**config.mk**
```make
export PLATFORM = sky130hd
export DESIGN_NAME = servo_torque_limit_gain_select
export DESIGN_NICKNAME = d
export VERILOG_FILES = /design/src/design/torque_limit_pkg.sv /design/src/design/servo_torque_limit_gain_select.sv
export SDC_FILE = /design/constraint.sdc
export NUM_CORES = 1
export LEC_CHECK = 0
export BUFFER_PORTS_ARGS = -buffer_cell sky130_fd_sc_hd__buf_2
export CORE_MARGIN = 3
export CORE_UTILIZATION = 55
export DETAILED_ROUTE_END_ITERATION = 10
export GPL_TIMING_DRIVEN = 0
export PLACE_DENSITY = 0.82
export SLEW_MARGIN = 20
export SYNTH_ARGS = -nofsm -noshare
export SYNTH_HDL_FRONTEND = slang
export SYNTH_SLANG_ARGS = --single-unit
```
**constraint.sdc**
```tcl
create_clock -name clock -period 3.41 [get_ports clock]
set_input_delay 0.8525 -clock clock [delete_from_list [all_inputs] [get_ports clock]]
set_output_delay 0.8525 -clock clock [all_outputs]
set_load 0.01 [all_outputs]
```
**src/design/torque_limit_pkg.sv**
```systemverilog
// Package with register map, field layouts and reset values for the torque limit block.
package torque_limit_pkg;

  // --------------------------------------------------------------------------
  // Register byte offsets
  // --------------------------------------------------------------------------
  localparam logic [7:0] OFS_TUNING_MODE   = 8'h00;
  localparam logic [7:0] OFS_RESPONSE_LVL  = 8'h04;
  localparam logic [7:0] OFS_SPEED_GAIN    = 8'h08;
  localparam logic [7:0] OFS_INTEGRAL_TIME = 8'h0C;
  localparam logic [7:0] OFS_FF_GAIN       = 8'h10;
  localparam logic [7:0] OFS_INNER_LIMITS  = 8'h14;
  localparam logic [7:0] OFS_INPUT_ASSIGN  = 8'h18;
  localparam logic [7:0] OFS_STATUS        = 8'h1C;
  localparam logic [7:0] OFS_TORQUE        = 8'h20;

  // --------------------------------------------------------------------------
  // Reset values and allowed ranges
  // --------------------------------------------------------------------------
  localparam logic [15:0] RST_TUNING_MODE   = 16'h0002;
  localparam logic [15:0] MAX_TUNING_MODE   = 16'h0003;
  localparam logic [15:0] RST_RESPONSE_LVL  = 16'h0005;
  localparam logic [15:0] MIN_RESPONSE_LVL  = 16'h0001;
  localparam logic [15:0] MAX_RESPONSE_LVL  = 16'h000F;
  localparam logic [15:0] RST_SPEED_GAIN    = 16'h0331;
  localparam logic [15:0] RST_INTEGRAL_TIME = 16'h0030;
  localparam logic [15:0] RST_FF_GAIN       = 16'h0000;
  localparam logic [15:0] MAX_FF_GAIN       = 16'h4E20;
  localparam logic [7:0]  RST_INNER_LIMIT   = 8'h64;
  localparam logic [7:0]  MAX_INNER_LIMIT   = 8'h64;

  // --------------------------------------------------------------------------
  // Tuning mode codes and field positions
  // --------------------------------------------------------------------------
  localparam logic [1:0] MODE_MANUAL       = 2'h0;
  localparam logic [1:0] MODE_MANUAL_COMP  = 2'h1;
  localparam int INNER_SECOND_LSB = 8;
  localparam int ASSIGN_B_LSB     = 4;
  localparam int PIN_INDEX_W      = 3;
  localparam int ASSIGN_EN_BIT    = 3;

  // Selector state, decoded from the pair of selector inputs.
  typedef enum logic [1:0] {
    SEL_INNER_FIRST,
    SEL_ANALOG_VS_FIRST,
    SEL_SECOND_VS_FIRST,
    SEL_SECOND_VS_ANALOG
  } limit_sel_e;

endpackage

```
**src/design/servo_torque_limit_gain_select.sv**
```systemverilog
// Torque limit selection, limit-reached status and gain tuning mode decode.
`timescale 1ns/1ps
`default_nettype none

module servo_torque_limit_gain_select #(
  parameter int ANALOG_W = 12,
  parameter int PINS     = 8
) (
  input  wire logic                clock,
  input  wire logic                rst_n,
  // Wishbone classic slave.
  input  wire logic                wb_cyc_i,
  input  wire logic                wb_stb_i,
  input  wire logic                wb_we_i,
  input  wire logic [7:0]          wb_adr_i,
  input  wire logic [31:0]         wb_dat_i,
  input  wire logic [3:0]          wb_sel_i,
  output logic      [31:0]         wb_dat_o,
  output logic                     wb_ack_o,
  // Control connector inputs, low means shorted to signal common.
  input  wire logic [PINS-1:0]     input_pin_n,
  input  wire logic [ANALOG_W-1:0] analog_torque_limit_in,
  input  wire logic                servo_on_in,
  input  wire logic                speed_mode_in,
  input  wire logic                accel_active_in,
  input  wire logic [7:0]          torque_pct_in,
  input  wire logic [15:0]         inertia_estimate_in,
  input  wire logic [15:0]         auto_speed_gain_in,
  input  wire logic [15:0]         auto_integral_in,
  // Outputs toward the speed loop and the connector.
  output logic [7:0]               active_limit_out,
  output logic                     torque_limit_reached_out,
  output logic [15:0]              eff_speed_gain_out,
  output logic [15:0]              eff_integral_out,
  output logic [15:0]              eff_ff_gain_out,
  output logic                     compensator_en_out,
  output logic                     auto_tune_en_out,
  output logic                     gain_update_en_out
);

  // --------------------------------------------------------------------------
  // Elaboration checks
  // --------------------------------------------------------------------------
  // Index field reaches eight pins.
  // The product fits in 24 bits.
  initial begin
    if (ANALOG_W < 8 || ANALOG_W > 16) begin
      $error("ANALOG_W must be 8 to 16");
    end
    if (PINS < 1 || PINS > 8) begin
      $error("PINS must be 1 to 8");
    end
  end

  // --------------------------------------------------------------------------
  // Registers
  // --------------------------------------------------------------------------
  // Plain flops, one strobe each.
  logic [15:0] tuning_mode_ff;
  logic [15:0] response_lvl_ff;
  logic [15:0] speed_gain_ff;
  logic [15:0] integral_time_ff;
  logic [15:0] ff_gain_ff;
  logic [7:0]  inner_first_ff;
  logic [7:0]  inner_second_ff;
  logic [7:0]  assign_ff;
  logic [7:0]  active_limit_ff;
  logic        reached_ff;
  logic        ack_ff;
  logic [31:0] rdata_ff;

  // --------------------------------------------------------------------------
  // Bus decode
  // --------------------------------------------------------------------------
  // A request is taken once; ack lasts one cycle and then drops.
  // Masking with ack_ff stops a held
  // request from being taken twice.
  wire req       = wb_cyc_i & wb_stb_i & ~ack_ff;
  wire wr        = req & wb_we_i;
  // Only lanes 0 and 1 carry data.
  wire lo_en     = wb_sel_i[0];
  wire hi_en     = wb_sel_i[1];
  // One compare per register offset.
  wire hit_mode  = wb_adr_i == torque_limit_pkg::OFS_TUNING_MODE;
  wire hit_resp  = wb_adr_i == torque_limit_pkg::OFS_RESPONSE_LVL;
  wire hit_gain  = wb_adr_i == torque_limit_pkg::OFS_SPEED_GAIN;
  wire hit_intg  = wb_adr_i == torque_limit_pkg::OFS_INTEGRAL_TIME;
  wire hit_ff    = wb_adr_i == torque_limit_pkg::OFS_FF_GAIN;
  wire hit_lim   = wb_adr_i == torque_limit_pkg::OFS_INNER_LIMITS;
  wire hit_asg   = wb_adr_i == torque_limit_pkg::OFS_INPUT_ASSIGN;
  wire hit_stat  = wb_adr_i == torque_limit_pkg::OFS_STATUS;
  wire hit_torq  = wb_adr_i == torque_limit_pkg::OFS_TORQUE;

  // Merge byte lanes into a 16-bit candidate for the halfword registers.
  function automatic logic [15:0] merge16(input logic [15:0] old,
                                          input logic [31:0] dat,
                                          input logic        lo,
                                          input logic        hi);
    merge16 = {hi ? dat[15:8] : old[15:8], lo ? dat[7:0] : old[7:0]};
  endfunction

  // Checks see the merged value, so a
  // byte write cannot sneak past them.
  wire [15:0] cand_mode = merge16(tuning_mode_ff, wb_dat_i, lo_en, hi_en);
  wire [15:0] cand_resp = merge16(response_lvl_ff, wb_dat_i, lo_en, hi_en);
  wire [15:0] cand_gain = merge16(speed_gain_ff, wb_dat_i, lo_en, hi_en);
  wire [15:0] cand_intg = merge16(integral_time_ff, wb_dat_i, lo_en, hi_en);
  wire [15:0] cand_ff   = merge16(ff_gain_ff, wb_dat_i, lo_en, hi_en);
  // Limits take one lane each.
  wire [7:0]  cand_lim1 = lo_en ? wb_dat_i[7:0] : inner_first_ff;
  wire [7:0]  cand_lim2 = hi_en ? wb_dat_i[15:8] : inner_second_ff;

  // Out-of-range writes are ignored so the stored code is always legal.
  wire ok_mode = cand_mode <= torque_limit_pkg::MAX_TUNING_MODE;
  wire ok_resp = cand_resp >= torque_limit_pkg::MIN_RESPONSE_LVL &&
                 cand_resp <= torque_limit_pkg::MAX_RESPONSE_LVL;
  wire ok_ff   = cand_ff <= torque_limit_pkg::MAX_FF_GAIN;
  wire ok_lim1 = cand_lim1 <= torque_limit_pkg::MAX_INNER_LIMIT;
  wire ok_lim2 = cand_lim2 <= torque_limit_pkg::MAX_INNER_LIMIT;

  // --------------------------------------------------------------------------
  // Register writes
  // --------------------------------------------------------------------------
  // Settings keep their reset defaults until software writes a legal value.
  // Speed gain and integral time take any code as written.
  always_ff @(posedge clock or negedge rst_n) begin
    if (!rst_n) begin
      tuning_mode_ff   <= torque_limit_pkg::RST_TUNING_MODE;
      response_lvl_ff  <= torque_limit_pkg::RST_RESPONSE_LVL;
      speed_gain_ff    <= torque_limit_pkg::RST_SPEED_GAIN;
      integral_time_ff <= torque_limit_pkg::RST_INTEGRAL_TIME;
      ff_gain_ff       <= torque_limit_pkg::RST_FF_GAIN;
      inner_first_ff   <= torque_limit_pkg::RST_INNER_LIMIT;
      inner_second_ff  <= torque_limit_pkg::RST_INNER_LIMIT;
      assign_ff        <= 8'h00;
    end else begin
      if (wr && hit_mode && ok_mode) tuning_mode_ff <= cand_mode;
      if (wr && hit_resp && ok_resp) response_lvl_ff <= cand_resp;
      if (wr && hit_gain) speed_gain_ff <= cand_gain;
      if (wr && hit_intg) integral_time_ff <= cand_intg;
      if (wr && hit_ff && ok_ff) ff_gain_ff <= cand_ff;
      if (wr && hit_lim && ok_lim1) inner_first_ff <= cand_lim1;
      if (wr && hit_lim && ok_lim2) inner_second_ff <= cand_lim2;
      if (wr && hit_asg && lo_en) assign_ff <= wb_dat_i[7:0];
    end
  end

  // --------------------------------------------------------------------------
  // Selector inputs
  // --------------------------------------------------------------------------
  // Each selector has an enable bit and a pin index; an unassigned selector
  // reads inactive whatever its pin does.
  localparam int PIN_W = torque_limit_pkg::PIN_INDEX_W;
  wire [PIN_W-1:0] pin_a_idx = assign_ff[torque_limit_pkg::PIN_INDEX_W-1:0];
  wire [PIN_W-1:0] pin_b_idx =
    assign_ff[torque_limit_pkg::ASSIGN_B_LSB +: torque_limit_pkg::PIN_INDEX_W];
  // Bit 3 of each nibble enables it.
  wire en_a = assign_ff[torque_limit_pkg::ASSIGN_EN_BIT];
  wire en_b = assign_ff[torque_limit_pkg::ASSIGN_B_LSB +
                        torque_limit_pkg::ASSIGN_EN_BIT];
  // Missing pins read as open contacts.
  wire [PINS-1:0] pins_closed = ~input_pin_n;
  wire [7:0] pins_ext = ~8'(pins_closed);
  // A low pin means shorted to common.
  wire limit_select_a = en_a & ~pins_ext[pin_a_idx];
  wire limit_select_b = en_b & ~pins_ext[pin_b_idx];

  // --------------------------------------------------------------------------
  // Analog scaling and limit selection
  // --------------------------------------------------------------------------
  // Unsigned code, zero volts at zero, full scale at maximum torque; the
  // product fits 24 bits so the divide-free scale keeps timing short.
  // Code*100>>W stops at 99, so full
  // scale is forced to 100.
  wire [23:0] analog_prod = 24'(analog_torque_limit_in) * 24'(100);
  wire [23:0] analog_full = 24'((1 << ANALOG_W) - 1);
  wire [7:0]  analog_pct  = (analog_torque_limit_in == analog_full[ANALOG_W-1:0])
                            ? torque_limit_pkg::MAX_INNER_LIMIT
                            : 8'(analog_prod >> ANALOG_W);

  // The pair {b, a} is the enum code.
  torque_limit_pkg::limit_sel_e sel;
  assign sel = torque_limit_pkg::limit_sel_e'({limit_select_b, limit_select_a});

  // All minima are formed each cycle.
  wire [7:0] min_af = analog_pct < inner_first_ff ? analog_pct : inner_first_ff;
  wire [7:0] min_sf = inner_second_ff < inner_first_ff ? inner_second_ff
                                                       : inner_first_ff;
  wire [7:0] min_sa = inner_second_ff < analog_pct ? inner_second_ff
                                                   : analog_pct;

  logic [7:0] nxt_active_limit;
  // Four selector combinations pick the working limit.
  always_comb begin
    case (sel)
      torque_limit_pkg::SEL_INNER_FIRST:      nxt_active_limit = inner_first_ff;
      torque_limit_pkg::SEL_ANALOG_VS_FIRST:  nxt_active_limit = min_af;
      torque_limit_pkg::SEL_SECOND_VS_FIRST:  nxt_active_limit = min_sf;
      torque_limit_pkg::SEL_SECOND_VS_ANALOG: nxt_active_limit = min_sa;
      default:                                nxt_active_limit = inner_first_ff;
    endcase
  end

  // Reached compares against the already registered limit, so a selector
  // change shows on the status one cycle after it shows on the limit.
  wire nxt_reached = servo_on_in && (torque_pct_in >= active_limit_ff);

  // Limit and flag share one reset.
  always_ff @(posedge clock or negedge rst_n) begin
    if (!rst_n) begin
      active_limit_ff <= torque_limit_pkg::RST_INNER_LIMIT;
      reached_ff      <= 1'b0;
    end else begin
      active_limit_ff <= nxt_active_limit;
      reached_ff      <= nxt_reached;
    end
  end

  // Servo-off drops the pin at once.
  assign active_limit_out         = active_limit_ff;
  assign torque_limit_reached_out = reached_ff & servo_on_in;

  // --------------------------------------------------------------------------
  // Gain tuning mode decode
  // --------------------------------------------------------------------------
  // Writes above 3 fail, so bits 15:2 stay 0.
  wire [1:0] mode_code = tuning_mode_ff[1:0];
  // Codes 0 and 1 are manual; 2 and 3 tune.
  wire manual = (mode_code == torque_limit_pkg::MODE_MANUAL) ||
                (mode_code == torque_limit_pkg::MODE_MANUAL_COMP);
  // Compensator is blind to inertia ratio; avoiding it above ten is on software.
  assign compensator_en_out = mode_code == torque_limit_pkg::MODE_MANUAL_COMP;
  assign auto_tune_en_out   = ~manual;
  assign gain_update_en_out = ~manual & accel_active_in;
  // Effective gains: stored values in manual, tracked values in automatic; feed-forward is the stored value in manual speed mode, else zero.
  assign eff_speed_gain_out = manual ? speed_gain_ff : auto_speed_gain_in;
  assign eff_integral_out   = manual ? integral_time_ff : auto_integral_in;
  assign eff_ff_gain_out    = (manual && speed_mode_in) ? ff_gain_ff : 16'h0000;

  // --------------------------------------------------------------------------
  // Read data and ack
  // --------------------------------------------------------------------------
  // Status bit 8 skips the output gate.
  wire [31:0] stat_word = {16'h0000, 4'h0, 1'b0, compensator_en_out,
                           auto_tune_en_out, reached_ff,
                           6'h00, limit_select_b, limit_select_a};
  // Offsets never overlap.
  wire [31:0] rd_mux =
      hit_mode ? {16'h0000, tuning_mode_ff} :
      hit_resp ? {16'h0000, response_lvl_ff} :
      hit_gain ? {16'h0000, speed_gain_ff} :
      hit_intg ? {16'h0000, integral_time_ff} :
      hit_ff   ? {16'h0000, ff_gain_ff} :
      hit_lim  ? {16'h0000, inner_second_ff, inner_first_ff} :
      hit_asg  ? {24'h0000_00, assign_ff} :
      hit_stat ? stat_word :
      hit_torq ? {inertia_estimate_in, 8'h00, active_limit_ff} :
                 32'h0000_0000;

  // Unmapped addresses answer with ack and zero data.
  always_ff @(posedge clock or negedge rst_n) begin
    if (!rst_n) begin
      ack_ff   <= 1'b0;
      rdata_ff <= 32'h0000_0000;
    end else begin
      ack_ff   <= req;
      rdata_ff <= req ? rd_mux : rdata_ff;
    end
  end

  // Ack and data come from flops.
  assign wb_ack_o = ack_ff;
  assign wb_dat_o = rdata_ff;
endmodule

`default_nettype wire

```
Word-level counts from Yosys, hierarchy flattened. Cells that the tools add are included.

Logic and storage cells: 106. Input port bits: 128. Bits in registers: 146.

$mul: 1. Equality and inequality tests: 13. Multiplexer cells: 29. Reduce and logical (&&, ||, !) cells: 24. $lt $le $gt $ge: 12. Bitwise gates (word level): 13.

Operators with widths (count): $mux 32 (9); $mux 8 (11); $mux 16 (3); $eq 8x5->1 const B (4); $pmux 8 s4 (1); $mul 12x5->17 const B (1); $eq 8x4->1 const B (2); $ge 16x1->1 const B (1); $le 16x15->1 const B (1); $le 16x2->1 const B (1); $le 16x4->1 const B (1); $le 8x7->1 const B (2); $logic_and 1x1->1 (16); $not 8->8 (2); $eq 12x12->1 const B (1); $eq 8x3->1 const B (1); $eq 8x6->1 const B (1); $ge 8x8->1 (1); $logic_not 8->1 (1); $lt 3x4->1 const B (2); $lt 7x8->1 (1); $lt 8x7->1 (1); $lt 8x8->1 (1); $reduce_and 2->1 (4); other kinds (9) (23).

Depth between registers and ports, before layout.
Depth after elaboration: 14. Depth in mapped cells: 23.

Worst setup path after synthesis. OpenSTA, ideal clock, no wires.

Path kind: input port to flip-flop. Start point: in analog_torque_limit_in[5]. End point: reg active_limit_ff[0] (netlist: active_limit_out[0]). Data arrival time: 5.393 ns. Data required time: 3.331 ns. Setup slack: -2.062 ns. Cell stages on the path: 20. Path through: ha_1 -> ha_1 -> inv_1 -> fa_1 -> inv_1 -> ha_1 -> nand2_1 -> a21o_1 -> o21ai_1 -> nand3b_1 -> a21bo_2 -> a21oi_1 -> ha_1 -> a211oi_1 -> o21ai_0 -> o41ai_2 -> mux2_2 -> o22ai_1 -> o21ai_0 -> a2bb2oi_1.

Longest elaborated chain between the ends: 5.

Ends and longest elaborated chain: from (decl) (line servo_torque_limit_gain_select.sv:22) `input wire logic [ANALOG_W-1:0] analog_torque_limit_in,`; $mul 12x5->17 or $eq 12x12->1 (tied branches) (line servo_torque_limit_gain_select.sv:175, servo_torque_limit_gain_select.sv:177); $mux 7 * (line servo_torque_limit_gain_select.sv:178) `? torque_limit_pkg::MAX_INNER_LIMIT`; $lt 8x7->1 or $lt 7x8->1 (tied branches) (line servo_torque_limit_gain_select.sv:189, servo_torque_limit_gain_select.sv:186); $mux 8 (on tied branches) (line servo_torque_limit_gain_select.sv:189, servo_torque_limit_gain_select.sv:186); $pmux 8 s4 * (line servo_torque_limit_gain_select.sv:195) `case (sel)`; via nxt_active_limit[0] (line servo_torque_limit_gain_select.sv:192) `logic [7:0] nxt_active_limit;`; to (signal assigned) (line servo_torque_limit_gain_select.sv:211) `active_limit_ff <= torque_limit_pkg::RST_INNER_LIMIT;`; to (signal assigned) (line servo_torque_limit_gain_select.sv:214) `active_limit_ff <= nxt_active_limit;`; to (decl) (line servo_torque_limit_gain_select.sv:67) `logic [7:0] active_limit_ff;`.

Mark *: on every way through the listed nets, which the timed path passes. The rest lies on a longest branch. A chain may end at the register's enable or synchronous reset.

Worst setup path in the final report.
Start point: in analog_torque_limit_in[7]. End point: reg active_limit_ff[4] (netlist: active_limit_out[4]).

Same word-level chain as after synthesis.

==> impl_results.md <==
* Routed Antenna Nets at 0
* Inserted Clock Buffers at 17
* Die H at approximately 140 µm
* CTS Buffer Depth at 2
* Pin count of the biggest net entering global routing at between 90 and 100
* Share of cells above drive strength 1 at between 40 and 50%
* Critical Path RT at approximately 3.7 ns
* Die area at ~18000 µm²
* Fin. Hold Viols at 0
* Most used DFF post-synth: dfrtp_1
* Setup CP Type: in2reg
* CTS hold repair buffers at 0
* Crit path time final at roughly 5.0 ns
* Total congestion overflow at 0
* CP Max Fanout at 7
* DRT iter0 DRCs at around 800
* WL final at around 30000 µm
* Critical Path Source Type: input pin
* Post-synth top area cell: dfrtp_1
* Status: complete, but fails checks
* Final core utilization at between 70% and 80%
* Worst-skew pair later-pin latency at 0.43 ns
* CTS tree: yes
* Ranking of synthesized cells by area: dfrtp_1, mux2_2, ha_1
* First-pass GRT wire length at 45100 µm
* Clock-pin transition on the worst setup and hold timing paths at 0.06 ns
* Synthesized area per cell at 10.1 µm²
* Fraction of registers with async set/reset at between 90% and 100%
* Placed Cells at about 1300
* Vias per cell at between 6 and 7
* Layout area overhead at 29.3%
* RSZ-0062 raised after global routing: true
* Final GP Congestion at 0.942
* Most frequent cells after synthesis: dfrtp_1, mux2_2, nand2_1
* I/O pin cnt at 221
* MaxCap Viol Count at 0
* Clk sinks at around 150
* Fmax at 201 MHz
* Final net count at roughly 1400
* Crit path cell chain: buf_2 > ha_1 > ha_1 > inv_1 > fa_1 > inv_1 > ha_4 > o21ai_1 > nand2b_1 > and3_4 > nand3b_1 > a21bo_2 > a21oi_4 > ha_4 > a211oi_2 > o21ai_2 > o41ai_4 > buf_6 > buf_6 > mux2i_2 > o22ai_2 > o21ai_2 > a21oi_2
* Yosys warnings at 0
* Vias in the first global route at roughly 8300
* Core Footprint at ~16000 µm²
* Post-Synthesis Cells at between 900 and 1000
* Initial core utilization at around 57%
* Fillers at around 1100
* Syn nets at ~1100
* DR WL/cell at between 20 and 25 µm
* Worst slew pin tran at approximately 0.92 ns
* DP HPWL at between 20000 and 25000 µm
* Cell Count, Final, Fillers Out at 1399
* Tcrit/Tclk final at 146%
* Critical path's slowest cell: fa_1
* Number of antenna violations at the first check in global routing at 3
* Critical path arrival at ~5.3 ns
* Die Wd at approximately 140 µm
* Ratio of total power to cell area at approximately 410 nW/µm²
* Port Buffers at 200
* Skew final at around 0.0058 ns
* Yosys top cell area share at approximately 34%
* Max incr delay on CP at between 0.4 and 0.5 ns
* Final hold slack at between 0.3 and 0.4 ns
* Residual DRC at 0
* Slew Limit Fails at 0
* Relative slew slack at a little under two fifths
* Cell variety after synth at 71
* Failing checks: setup timing
* H-tree depth at 4
* R2R Path Start: inner_first_ff[2]$_DFFE_PN1P_
* Post-synth EDFFs at 0
* Worst R2R Path Depth at 12
* First drt pass iteration count at 6
* Min-Delay Path Class: in2async
* Sequential share of the synthesized area at around 40%
* Row count at 46
* CTS root buf: clkbuf_16
* Reg-to-reg critical path endpoint: active_limit_out[0]$_DFF_PN0_
* Reg-to-reg slack, setup at 0.07 ns
* GRT Resource Usage Total at approximately a third
* Leak pwr at roughly 0.0061 µW
* Cell area after synthesis at 9290 µm²
* Worst setup margin at -1.57 ns
* Most numerous cell in the Yosys netlist: dfrtp_1
* Routed via count at ~8600
* Peak VDD IR at 0.000369 V
* Final setup fails at 7
* Critical path endpoint category: register
* Yosys reg bits at between 100 and 150
worst max-delay path by stage:
stage / end / cells after the start / slack, ns / start
detailed placement: active_limit_out[6]$_DFF_PN1_ / 22 / -2.42 / analog_torque_limit_in[5]
finish: active_limit_out[4]$_DFF_PN0_ / 23 / -1.57 / analog_torque_limit_in[7]
global placement: active_limit_out[6]$_DFF_PN1_ / 21 / -2.40 / analog_torque_limit_in[5]
floorplan: active_limit_out[0]$_DFF_PN0_ / 21 / -1.64 / analog_torque_limit_in[5]
global route: active_limit_out[1]$_DFF_PN0_ / 23 / -1.81 / analog_torque_limit_in[7]
CTS: active_limit_out[1]$_DFF_PN0_ / 24 / -1.45 / analog_torque_limit_in[6]
logic make-up after synthesis:
family | synth area share [%]
xor gates and xnor gates | 0.189
and+or+nand+nor | 15.8
AOI/OAI and AO/OA | 13.1
DFF | 39.6
adders and majority gates | 10.2
muxes | 17.1
buffers and inverters | 4.12
routing by layer:
metal	GRT usage (%)	vias up	part of all wire [%]
met3	9.51	125	10
met4	12.6	4	3.9
met1	39.3	4113	38
met2	52.4	543	48
li1	-	3807	-
met5	0	-	0.090
cell type report:
type	instances	area, µm²	area share [%]
multi-input cells	675	5720	47.6
flip-flops and latches	146	3680	30.6
repair buffers	231	1310	10.9
clock buffers	24	492	4.09
well taps	216	270	2.25
inverters	59	221	1.84
plain buffers	39	174	1.45
clock inverters	8	153	1.27
diodes	1	2.50	0.0208
flip-flops by register name (all words and copies together) (netlist names):
signal / flops
inner_first_ff: 8
wb_ack_o: 1
tuning_mode_ff: 16
speed_gain_ff: 16
ff_gain_ff: 16
reached_ff: 1
assign_ff: 8
integral_time_ff: 16
response_lvl_ff: 16
wb_dat_o: 32
active_limit_out: 8
inner_second_ff: 8
power by group:
part           switching [µW]  internal [µW]
registers                18.5           1760
logic                     614            543
clock network             719           1310
cells in the final DEF, fill, tap and decap left out, types with 8 or more instances in the layout:
master,count
nor3_1,11
a21o_1,13
ha_4,15
nand3_1,19
mux2_2,94
a221oi_1,13
a22oi_1,8
nor2_1,41
nand2_1,94
mux2i_1,20
o21ai_0,29
mux2_4,9
nor4_1,8
dfrtp_1,127
clkbuf_1,28
dfstp_2,19
buf_4,28
nor2b_1,26
clkbuf_16,17
ha_1,48
and2_1,37
a211oi_1,10
buf_2,198
inv_1,52
a21oi_1,31
a31oi_1,15
per-stage QoR:
step / setup slack [ns] / power [µW] / TNS, ns / area [µm²]
finish: -1.57 / 4960 / -10.60 / 12000
global route: -1.81 / 5150 / -12.29 / 12000
CTS: -1.45 / 4770 / -10.01 / 11700
detailed placement: -2.42 / 2610 / -28.86 / 10700
global placement: -2.40 / 2580 / -85.72 / 10700
floorplan: -1.64 / 2320 / -11.00 / 9420
critical path, delay by kind of cell:
kind                     cells  cell delay, ns
buffers and inverters        5            0.56
adder cells (fa/ha/maj)      5            1.61
AO/OA/AOI/OAI                9            1.61
multiplexers                 1            0.24
AND/OR/NAND/NOR              3            0.40
what timing repair did:
item                                    CTS  global route
resized for setup                        48            43
gates cloned                              1             0
endpoints found under the setup margin   27            54
buffers inserted                         18            11
pin swaps                                36            32
Power figures use the tool's default switching activity.
